===== src/shared/alu_slice_map.svh =====
`ifndef ALU_SLICE_MAP_SVH
`define ALU_SLICE_MAP_SVH
// direction-load operand values
`define DIR_SEL_PORT_A 7'h05
`define DIR_SEL_PORT_B 7'h06
`define DIR_SEL_PORT_C 7'h07
// reset values
`define WORK_RESET      8'h00
`define DIR_RESET       8'hff
`define WDT_RESET       8'h00
`define PRESCALE_RESET  8'h00
// status bit positions inside status_out
`define STAT_CARRY  0
`define STAT_DIGIT  1
`define STAT_ZERO   2
`define STAT_PD_N   3
`define STAT_TO_N   4
// destination select values
`define DEST_WORK 1'b0
`define DEST_FILE 1'b1
`endif


===== src/shared/alu_slice_pkg.sv =====
package alu_slice_pkg;
  // instruction codes from the decoder, one-hot except op_none which is all zeros
  typedef enum logic [8:0] {
    op_none                = 9'h000,
    rotate_right_carry_op  = 9'h001,
    sub_from_literal_op    = 9'h002,
    sub_work_from_reg_op   = 9'h004,
    sub_with_borrow_op     = 9'h008,
    nibble_exchange_op     = 9'h010,
    xor_literal_op         = 9'h020,
    xor_register_op        = 9'h040,
    direction_load_op      = 9'h080,
    halt_op                = 9'h100
  } alu_op_t;
  // core run state, one-hot
  typedef enum logic [1:0] {
    st_run  = 2'b01,
    st_halt = 2'b10
  } core_state_t;
endpackage


===== src/sub_unit.sv =====
`timescale 1ns/1ps
`include "alu_slice_map.svh"
// a - b - borrow_in with no-borrow flags for full byte and low nibble
module sub_unit #(
  parameter int WIDTH = 8
) (
  // operands
  input  wire logic [WIDTH-1:0] minuend,
  input  wire logic [WIDTH-1:0] subtrahend,
  input  wire logic             borrow_in,
  // results
  output logic      [WIDTH-1:0] diff,
  output logic                  no_borrow,
  output logic                  nibble_no_borrow
);
  logic [WIDTH:0] full_sum;
  logic [4:0]     low_sum;

  // add the inverted subtrahend; carry out set means no borrow
  always_comb begin
    full_sum         = {1'b0, minuend} + {1'b0, ~subtrahend} + {{WIDTH{1'b0}}, ~borrow_in};
    low_sum          = {1'b0, minuend[3:0]} + {1'b0, ~subtrahend[3:0]} + {4'h0, ~borrow_in};
    diff             = full_sum[WIDTH-1:0];
    no_borrow        = full_sum[WIDTH];
    nibble_no_borrow = low_sum[4];
  end
endmodule


===== src/alu_slice.sv =====
`timescale 1ns/1ps
`include "alu_slice_map.svh"
module alu_slice
  import alu_slice_pkg::*;
#(
  parameter int WIDTH    = 8,
  parameter int ADDR_W   = 7,
  parameter int WDT_W    = 8,
  parameter int PRESC_W  = 8
) (
  // clock and reset
  input  wire logic              ref_clk,
  input  wire logic              reset_n,
  // decoded instruction
  input  wire logic              op_valid,
  input  wire alu_op_t           op_code,
  input  wire logic [ADDR_W-1:0] file_addr,
  input  wire logic [WIDTH-1:0]  literal,
  input  wire logic              dest_sel,
  // file register array
  input  wire logic [WIDTH-1:0]  file_rdata,
  output logic                   file_we,
  output logic      [ADDR_W-1:0] file_waddr,
  output logic      [WIDTH-1:0]  file_wdata,
  // watchdog and wake
  input  wire logic              wdt_tick,
  input  wire logic              wake_event,
  // architectural state
  output logic      [WIDTH-1:0]  work_out,
  output logic      [4:0]        status_out,
  output logic      [WIDTH-1:0]  port_a_direction,
  output logic      [WIDTH-1:0]  port_b_direction,
  output logic      [WIDTH-1:0]  port_c_direction,
  output logic      [WDT_W-1:0]  watchdog_counter,
  output logic      [PRESC_W-1:0] watchdog_prescale,
  output logic                   halted,
  output logic                   osc_enable,
  output logic                   op_ready
);
  logic [WIDTH-1:0]   work_reg, work_next;
  logic               carry_reg, carry_next;
  logic               digit_carry_flag, digit_next;
  logic               zero_reg, zero_next;
  logic               powerdown_status_n, pd_next;
  logic               timeout_status_n, to_next;
  logic [WIDTH-1:0]   dir_a_reg, dir_a_next, dir_b_reg, dir_b_next, dir_c_reg, dir_c_next;
  logic [WDT_W-1:0]   wdt_reg, wdt_next;
  logic [PRESC_W-1:0] presc_reg, presc_next;
  core_state_t        state_reg, state_next;
  logic               fwe_reg, fwe_next;
  logic [ADDR_W-1:0]  fwa_reg, fwa_next;
  logic [WIDTH-1:0]   fwd_reg, fwd_next;

  logic [WIDTH-1:0] sub_a, sub_b, sub_diff, result;
  logic             sub_bin, sub_c, sub_dc, exec;

  // route a result by the destination select
  function automatic logic to_file(input logic d);
    return d == `DEST_FILE;
  endfunction

  sub_unit #(.WIDTH(WIDTH)) u_sub (
    .minuend          (sub_a),
    .subtrahend       (sub_b),
    .borrow_in        (sub_bin),
    .diff             (sub_diff),
    .no_borrow        (sub_c),
    .nibble_no_borrow (sub_dc)
  );

  // instructions are accepted only while running
  assign exec     = op_valid && (state_reg == st_run);
  assign op_ready = (state_reg == st_run);

  // subtractor operand selection
  always_comb begin
    sub_a   = (op_code == sub_from_literal_op) ? literal : file_rdata;
    sub_b   = work_reg;
    sub_bin = (op_code == sub_with_borrow_op) ? ~carry_reg : 1'b0;
  end

  // instruction execution next state
  always_comb begin
    work_next  = work_reg;
    carry_next = carry_reg;
    digit_next = digit_carry_flag;
    zero_next  = zero_reg;
    pd_next    = powerdown_status_n;
    to_next    = timeout_status_n;
    dir_a_next = dir_a_reg;
    dir_b_next = dir_b_reg;
    dir_c_next = dir_c_reg;
    state_next = state_reg;
    fwe_next   = 1'b0;
    fwa_next   = fwa_reg;
    fwd_next   = fwd_reg;
    result     = work_reg;
    if (state_reg == st_halt) begin
      if (wake_event) begin
        state_next = st_run;
      end
    end else if (exec) begin
      case (op_code)
        rotate_right_carry_op: begin
          result     = {carry_reg, file_rdata[WIDTH-1:1]};
          carry_next = file_rdata[0];
        end
        sub_from_literal_op, sub_work_from_reg_op, sub_with_borrow_op: begin
          result     = sub_diff;
          carry_next = sub_c;
          digit_next = sub_dc;
          zero_next  = (sub_diff == '0);
        end
        nibble_exchange_op: begin
          result = {file_rdata[3:0], file_rdata[7:4]};
        end
        xor_literal_op: begin
          result    = work_reg ^ literal;
          zero_next = (result == '0);
        end
        xor_register_op: begin
          result    = work_reg ^ file_rdata;
          zero_next = (result == '0);
        end
        direction_load_op: begin
          // other operands are illegal and load nothing
          if (file_addr == `DIR_SEL_PORT_A) begin
            dir_a_next = work_reg;
          end else if (file_addr == `DIR_SEL_PORT_B) begin
            dir_b_next = work_reg;
          end else if (file_addr == `DIR_SEL_PORT_C) begin
            dir_c_next = work_reg;
          end
        end
        halt_op: begin
          pd_next    = 1'b0;
          to_next    = 1'b1;
          state_next = st_halt;
        end
        default: begin
        end
      endcase
      // literal forms always target working; file forms follow dest_sel
      case (op_code)
        sub_from_literal_op, xor_literal_op: begin
          work_next = result;
        end
        rotate_right_carry_op, sub_work_from_reg_op, sub_with_borrow_op,
        nibble_exchange_op, xor_register_op: begin
          if (to_file(dest_sel)) begin
            fwe_next = 1'b1;
            fwa_next = file_addr;
            fwd_next = result;
          end else begin
            work_next = result;
          end
        end
        default: begin
        end
      endcase
    end
  end

  // watchdog counter and prescaler; halt clears both
  always_comb begin
    {wdt_next, presc_next} = {wdt_reg, presc_reg};
    if (exec && op_code == halt_op) begin
      wdt_next   = `WDT_RESET;
      presc_next = `PRESCALE_RESET;
    end else if (wdt_tick) begin
      presc_next = presc_reg + 1'b1;
      if (presc_reg == '1) begin
        wdt_next = wdt_reg + 1'b1;
      end
    end
  end

  // register every group of state
  always_ff @(posedge ref_clk or negedge reset_n) begin
    if (!reset_n) begin
      work_reg           <= `WORK_RESET;
      carry_reg          <= 1'b0;
      digit_carry_flag   <= 1'b0;
      zero_reg           <= 1'b0;
      powerdown_status_n <= 1'b1;
      timeout_status_n   <= 1'b1;
      dir_a_reg          <= `DIR_RESET;
      dir_b_reg          <= `DIR_RESET;
      dir_c_reg          <= `DIR_RESET;
      wdt_reg            <= `WDT_RESET;
      presc_reg          <= `PRESCALE_RESET;
      state_reg          <= st_run;
      fwe_reg            <= 1'b0;
      fwa_reg            <= '0;
      fwd_reg            <= '0;
    end else begin
      work_reg           <= work_next;
      carry_reg          <= carry_next;
      digit_carry_flag   <= digit_next;
      zero_reg           <= zero_next;
      powerdown_status_n <= pd_next;
      timeout_status_n   <= to_next;
      dir_a_reg          <= dir_a_next;
      dir_b_reg          <= dir_b_next;
      dir_c_reg          <= dir_c_next;
      wdt_reg            <= wdt_next;
      presc_reg          <= presc_next;
      state_reg          <= state_next;
      fwe_reg            <= fwe_next;
      fwa_reg            <= fwa_next;
      fwd_reg            <= fwd_next;
    end
  end

  // outputs straight from flops
  always_comb begin
    status_out                = '0;
    status_out[`STAT_CARRY]   = carry_reg;
    status_out[`STAT_DIGIT]   = digit_carry_flag;
    status_out[`STAT_ZERO]    = zero_reg;
    status_out[`STAT_PD_N]    = powerdown_status_n;
    status_out[`STAT_TO_N]    = timeout_status_n;
  end
  assign work_out          = work_reg;
  assign port_a_direction  = dir_a_reg;
  assign port_b_direction  = dir_b_reg;
  assign port_c_direction  = dir_c_reg;
  assign watchdog_counter  = wdt_reg;
  assign watchdog_prescale = presc_reg;
  assign halted            = (state_reg == st_halt);
  assign osc_enable        = (state_reg == st_run);   // oscillator stopped while halted
  assign file_we           = fwe_reg;
  assign file_waddr        = fwa_reg;
  assign file_wdata        = fwd_reg;
endmodule


===== config.mk =====
export PLATFORM = sky130hd
export DESIGN_NAME = alu_slice
export DESIGN_NICKNAME = d
export VERILOG_FILES = /design/src/shared/alu_slice_pkg.sv /design/src/sub_unit.sv /design/src/alu_slice.sv
export VERILOG_INCLUDE_DIRS = /design/src /design/src/shared
export SDC_FILE = /design/constraint.sdc
export NUM_CORES = 1
export LEC_CHECK = 0
export BUFFER_PORTS_ARGS = -buffer_cell sky130_fd_sc_hd__clkbuf_2
export CAP_MARGIN = 10
export CORE_ASPECT_RATIO = 0.9
export CORE_UTILIZATION = 30
export CTS_CLUSTER_DIAMETER = 150
export DETAILED_ROUTE_END_ITERATION = 7
export PLACE_DENSITY = 0.51
export SYNTH_ARGS = -nofsm -noshare
export SYNTH_HDL_FRONTEND = slang
export SYNTH_HIERARCHICAL = 1
export SYNTH_SLANG_ARGS = --single-unit

===== constraint.sdc =====
create_clock -name ref_clk -period 4.1 [get_ports ref_clk]
set_input_delay 0.205 -clock ref_clk [delete_from_list [all_inputs] [get_ports ref_clk]]
set_output_delay 0.205 -clock ref_clk [all_outputs]
set_load 0.03 [all_outputs]

# Word level (Yosys, flattened, before mapping)
# Cells that the tools add are included.
totals:
  reg_bits: 70
  input_bits: 38
  out_inout_bits: 72
  elab_cells: 92
op_classes:
  add_sub_neg: 6
  n_eq_ne: 17
  muxes: 20
  bitwise_logic: 9
  n_reduce_logical: 26
ops:
  columns: ["op", "count"]
  rows:
  - ["8-bit two-way mux", 7]
  - ["8-bit one-hot mux with 5 select lines", 1]
  - ["8-bit logical NOT", 3]
  - ["7-bit by 3-bit == test with 1-bit output (second input constant)", 3]
  - ["8-bit by 1-bit adder with 8-bit output (second input constant)", 2]
  - ["8-bit one-hot mux with 2 select lines", 1]
  - ["8-bit bitwise XOR", 2]
  - ["3-bit AND reduction", 5]
  - ["4-bit AND reduction", 3]
  - ["2-bit nonzero test", 6]
  - ["8-bit by 8-bit adder with 9-bit output", 1]
  - ["9-bit by 1-bit adder with 9-bit output", 1]
  - ["9-bit by 1-bit == test with 1-bit output (second input constant)", 1]
  - ["9-bit by 2-bit == test with 1-bit output (second input constant)", 1]
  - ["9-bit by 3-bit == test with 1-bit output (second input constant)", 1]
  - ["9-bit by 4-bit == test with 1-bit output (second input constant)", 1]
  - ["9-bit by 5-bit == test with 1-bit output (second input constant)", 1]
  - ["9-bit by 6-bit == test with 1-bit output (second input constant)", 1]
  - ["9-bit by 7-bit == test with 1-bit output (second input constant)", 1]
  - ["9-bit by 8-bit == test with 1-bit output (second input constant)", 1]
  - ["9-bit == test (second input constant)", 1]
  - ["8-bit == test (second input constant)", 1]
  - ["2-bit two-way mux", 4]
  - ["8-bit inverter", 1]
  - ["18 further kinds", 28]

# Longest topological paths before layout
depth:
  depth_word: 7
  ltp_mapped: 16
  ltp_nobuf: 14

# Modules after synthesis
# Netlist, hierarchy kept.
modules_own_cells:
  columns: ["module", "instances", "cells_per_inst", "area_each_um2", "seq_area_each_um2"]
  rows:
  - ["alu_slice", 1, 350, 3940.0, 1784.2]
  - ["sub_unit", 1, 53, 379.1, 0.0]

# Worst setup path after synthesis
# Ideal clock, no wire load.
synth_timing:
  path_type: "input -> register"
  start: "input op_code[4]"
  end: "register zero_reg"
  setup_ns: 0.066
  t_arrival_ns: 3.959
  required_time_ns: 4.034
  slack_ns: 0.074
  stages: 14
  n_path_buf: 1
  cell_sequence: "clkbuf_1 or4_1 nor3_1 nand3_1 mux2_2 fa_1 fa_1 a21o_1 a41oi_1 xnor2_1 or4_1 nor2_1 o21a_1 o32a_1"
synth_between:
  elab_chain_cells: 6
  word_cells_on_any_way: 15
  cone_classes: "add/sub (2); eq/ne (5); mux (3); bitwise (1); reduce/logical (4)"
synth_lines:
  columns: ["element", "line", "text"]
  rows:
  - ["start, declared", "alu_slice.sv:16", "input wire alu_op_t op_code,"]
  - ["9-bit by 2-bit == test with 1-bit output", "alu_slice.sv:77", "sub_a = (op_code == sub_from_literal_op) ? literal : file_rdata;"]
  - ["8-bit two-way mux", "alu_slice.sv:77", null]
  - ["named net sub_a[0]", "alu_slice.sv:54", "logic [WIDTH-1:0] sub_a, sub_b, sub_diff, result;"]
  - ["8-bit by 8-bit adder with 9-bit output", "sub_unit.sv:21", "full_sum = {1'b0, minuend} + {1'b0, ~subtrahend} + {{WIDTH{1'b0}}, ~borrow_in};"]
  - ["9-bit by 1-bit adder with 9-bit output", "sub_unit.sv:21", null]
  - ["named net sub_diff[6]", "alu_slice.sv:54", null]
  - ["8-bit logical NOT", "alu_slice.sv:112", "zero_next = (sub_diff == '0);"]
  - ["1-bit one-hot mux with 3 select lines", "alu_slice.sv:103", "case (op_code)"]
  - ["end signal, assigned", "alu_slice.sv:200", "zero_reg <= zero_next;"]
  - ["end, declared", "alu_slice.sv:43", "logic zero_reg, zero_next;"]
# The timed path passes the listed nets, and every way through them passes these cells.
# A chain may end at the register's enable or synchronous reset.

# Worst setup path in the final report
layout_timing:
  start: "input op_code[7]"
  end: "register work_reg[6] (netlist: work_out[6])"
layout_between:
  elab_chain_cells: 7
  word_cells_on_any_way: 21
  cone_classes: "add/sub (2); eq/ne (8); mux (5); bitwise (1); reduce/logical (5)"
layout_lines:
  columns: ["element", "line", "text"]
  rows:
  - ["9-bit by 2-bit == test with 1-bit output (*)", "alu_slice.sv:77", null]
  - ["8-bit two-way mux (*)", "alu_slice.sv:77", null]
  - ["named net sub_a[0]", "alu_slice.sv:54", null]
  - ["8-bit by 8-bit adder with 9-bit output (*)", "sub_unit.sv:21", null]
  - ["9-bit by 1-bit adder with 9-bit output (*)", "sub_unit.sv:21", null]
  - ["named net sub_diff[6]", "alu_slice.sv:54", null]
  - ["8-bit one-hot mux with 5 select lines (*)", "alu_slice.sv:103", null]
  - ["8-bit two-way mux", "alu_slice.sv:150", "if (to_file(dest_sel)) begin"]
  - ["8-bit one-hot mux with 2 select lines (*)", "alu_slice.sv:144", "case (op_code)"]
  - ["end signal, assigned", "alu_slice.sv:181", "work_reg <= `WORK_RESET;"]
  - ["end signal, assigned", "alu_slice.sv:197", "work_reg <= work_next;"]
  - ["end, declared", "alu_slice.sv:40", "logic [WIDTH-1:0] work_reg, work_next;"]
# The timed path passes the listed nets; every way through them passes the cells marked *. The select of a mux whose other input is x is not followed.

==> impl_metrics.env <==
export IMPL_core_area_um2=14060
export IMPL_max_stage_delay_ps=510
export IMPL_drc=0
export IMPL_cts_buffers=9
export IMPL_hold_ws_ps=-13.37
export IMPL_drive_above_1_share_pct=43.41
export IMPL_vdd_drop_max_uv=197.4
export IMPL_first_global_vias=3478
export IMPL_crit_start="op_code[7]"
export IMPL_grt_pass1_wl_mm=18.77
export IMPL_violations="negative hold slack"
export IMPL_track_usage_pct=16.86
export IMPL_htree_levels=3
export IMPL_outcome="finished with violations"
export IMPL_die_x_um=128.5
export IMPL_maxCapViolCount=0
export IMPL_rr_startpoint="work_out[0]"
export IMPL_r2r_cells=11
export IMPL_dieHeight_um=115.8
export IMPL_clk_pin_slew_ps=60
export IMPL_ctsLongestPathBuffers=2
export IMPL_fin_crit_sh_pct=92.04
export IMPL_avgSynthCellArea_um2=10.72
export IMPL_multi_input_area_um2=2338
export IMPL_cp_slowest_cell="or4_1"
export IMPL_drtIter0Drc=152
export IMPL_regArea_um2=1784
export IMPL_nets=560
export IMPL_path_class="in -> reg"
export IMPL_detail_route_wl_per_cell_um=16.95
export IMPL_p_total_uw=1907
export IMPL_setup_viol=0
export IMPL_hold_violations=4
export IMPL_cts_setup_buffers=0
export IMPL_drt_first_pass_iters=4
export IMPL_crit_fanout=3
export IMPL_relSlewSlack_pct=29.67
export IMPL_cts_sinks=70
export IMPL_cts_root_buf="clkbuf_16"
export IMPL_synth_edf_count=0
export IMPL_cts_resized=0
export IMPL_rsz0062_at_grt="false"
export IMPL_async_flop_share_pct=100.0
export IMPL_rr_endpoint="work_out[6]"
export IMPL_overflow=0
export IMPL_port_buffers=108
export IMPL_path_buf_inv=2
export IMPL_synth_simple_area_share_pct=15.09
export IMPL_tns_ps=0
export IMPL_cts_tree="yes"
export IMPL_drt_wl_total_mm=12.02
export IMPL_synth_warnings=6
export IMPL_synthXorXnorAreaFrac_pct=7.908
export IMPL_endpoint="work_out[6]"
export IMPL_diodes=0
export IMPL_rows=41
export IMPL_ys_seq_area_share_pct=41.31
export IMPL_ys_types=59
export IMPL_critPathRequiredTime_ps=4370
export IMPL_layout_commonest_cell="clkbuf_2"
export IMPL_fin_skew_ps=5.492
export IMPL_start_kind="input pin"
export IMPL_grt_max_degree=71
export IMPL_antenna_found_initial=0
export IMPL_syn_to_final_growth_pct=23.90
export IMPL_power_leakage_uw=0.002466
export IMPL_ant_nets=0
export IMPL_crit_path_end_kind="register"
export IMPL_crit_family="compound AO/OA/AOI/OAI gates"
export IMPL_fp_dieArea_um2=14880
export IMPL_hp_class="in -> async"
export IMPL_ys_dominant_reg_cell="dfrtp_1"
export IMPL_ios=110
export IMPL_path_cells="clkbuf_2 > or4_1 > nor3_1 > nand3_1 > mux2_2 > fa_1 > fa_1 > a21o_1 > a41oi_1 > xnor2_1 > inv_1 > a2111oi_0 > a21oi_1 > o22ai_1 > mux2_2"
export IMPL_worst_slew_pin_slew_ps=1045
export IMPL_arrival_ps=4040
export IMPL_initial_utilization_pct=30.73
export IMPL_most_common_layout_cells="clkbuf_2 (107), mux2_2 (47), dfrtp_1 (44)"
export IMPL_fmax_mhz=265.0
export IMPL_synth_nets=452
export IMPL_hpwl_mm=8.983
export IMPL_power_density_nw_per_um2=356.4
export IMPL_min_period_ps=3774
export IMPL_yosys_area_share_adder_pct=3.534
export IMPL_r2r_slack_ps=850
export IMPL_synth_compound_area_share_pct=11.67
export IMPL_holdBufCountCts=0
export IMPL_slew_violations=0
export IMPL_synth_cells=403
export IMPL_gp_congestion=0.8483
export IMPL_clk_latency_ps=330
export IMPL_synthMuxAreaShare_pct=15.85
export IMPL_synth_seq_cells=70
export IMPL_synth_top_family_by_area="multiplexers"
export IMPL_crit_cells=15
export IMPL_nFillCells=1498
export IMPL_viasPerCell=5.063
export IMPL_syn_cell_area_um2=4319
export IMPL_vias=3590
## through the flow
stage / instances / utilization, % / hold slack [ps] / area, um^2 / setup slack (ps)
CTS: 709 / 38.07 / 36.97 / 5351 / 343.4
global route: 709 / 38.07 / 89.24 / 5351 / 130.7
global placement: 693 / 35.98 / 401.6 / 5057 / 52.51
floorplan: 403 / - / -90.59 / 4319 / 74.37
finish: 709 / 38.07 / -13.37 / 5351 / 326.5
detailed placement: 693 / 35.98 / 402.3 / 5057 / 6.533
## final cells by class
type	count	area share (%)
clock buffer	11	4.933
multi-input combinational	292	43.70
sequential	70	33.34
tap	193	4.513
inverter	20	1.403
timing repair buffer	118	11.55
clock inverter	5	0.5611
## metal layers
layer | vias to the layer above | routed length (um) | GRT usage (%)
met5 | - | 0 | 0
met4 | 0 | 207 | 7.294
met3 | 18 | 642 | 4.017
met2 | 102 | 5487 | 25.84
met1 | 1786 | 5681 | 22.72
li1 | 1684 | - | -
## report_power, final
part | switching, uW | internal, uW
sequential | 53.4 | 737
clock | 292 | 460
combinational | 236 | 128
total | 582 | 1330
## Yosys cell counts, types with 5 or more instances
library cell	number	area, um^2
a21oi_1	10	50.05
a22oi_1	5	37.54
a32oi_1	7	61.31
buf_4	6	45.04
clkbuf_1	9	33.78
dfrtp_1	44	1101
dfstp_2	26	683.2
ha_1	9	112.6
inv_1	20	75.07
mux2_2	47	529.3
mux2_4	9	135.1
nand2_1	16	60.06
nand2b_1	6	37.54
nand3_1	7	35.03
nand3b_1	12	90.09
nand4_1	11	68.82
nor2_1	29	108.9
nor3_1	5	25.02
o21ai_0	14	70.07
o22ai_1	6	37.54
or4_1	6	45.04
xnor2_1	19	166.4
xor2_1	20	175.2
## cells by family (layout without fill, tap and decap cells)
logic type,Yosys count,after routing
other cells,1,1
compound gates,68,68
flops,70,70
simple gates,115,115
mux,58,58
fa+ha+maj,11,11
buf+inv,41,154
xor+xnor,39,39
## worst min path at each step
stage	from	endpoint	slack (ps)	depth (start not counted)
6_report	reset_n	zero_reg	-10	1
3_5_place_dp	reset_n	zero_reg	400	1
4_1_cts	reset_n	zero_reg	40	1
5_1_grt	reset_n	state_reg[1]	90	1
2_1_floorplan	reset_n	carry_reg	-90	0
3_3_place_gp	reset_n	work_out[5]	400	1
Power figures use the tool's default switching activity.
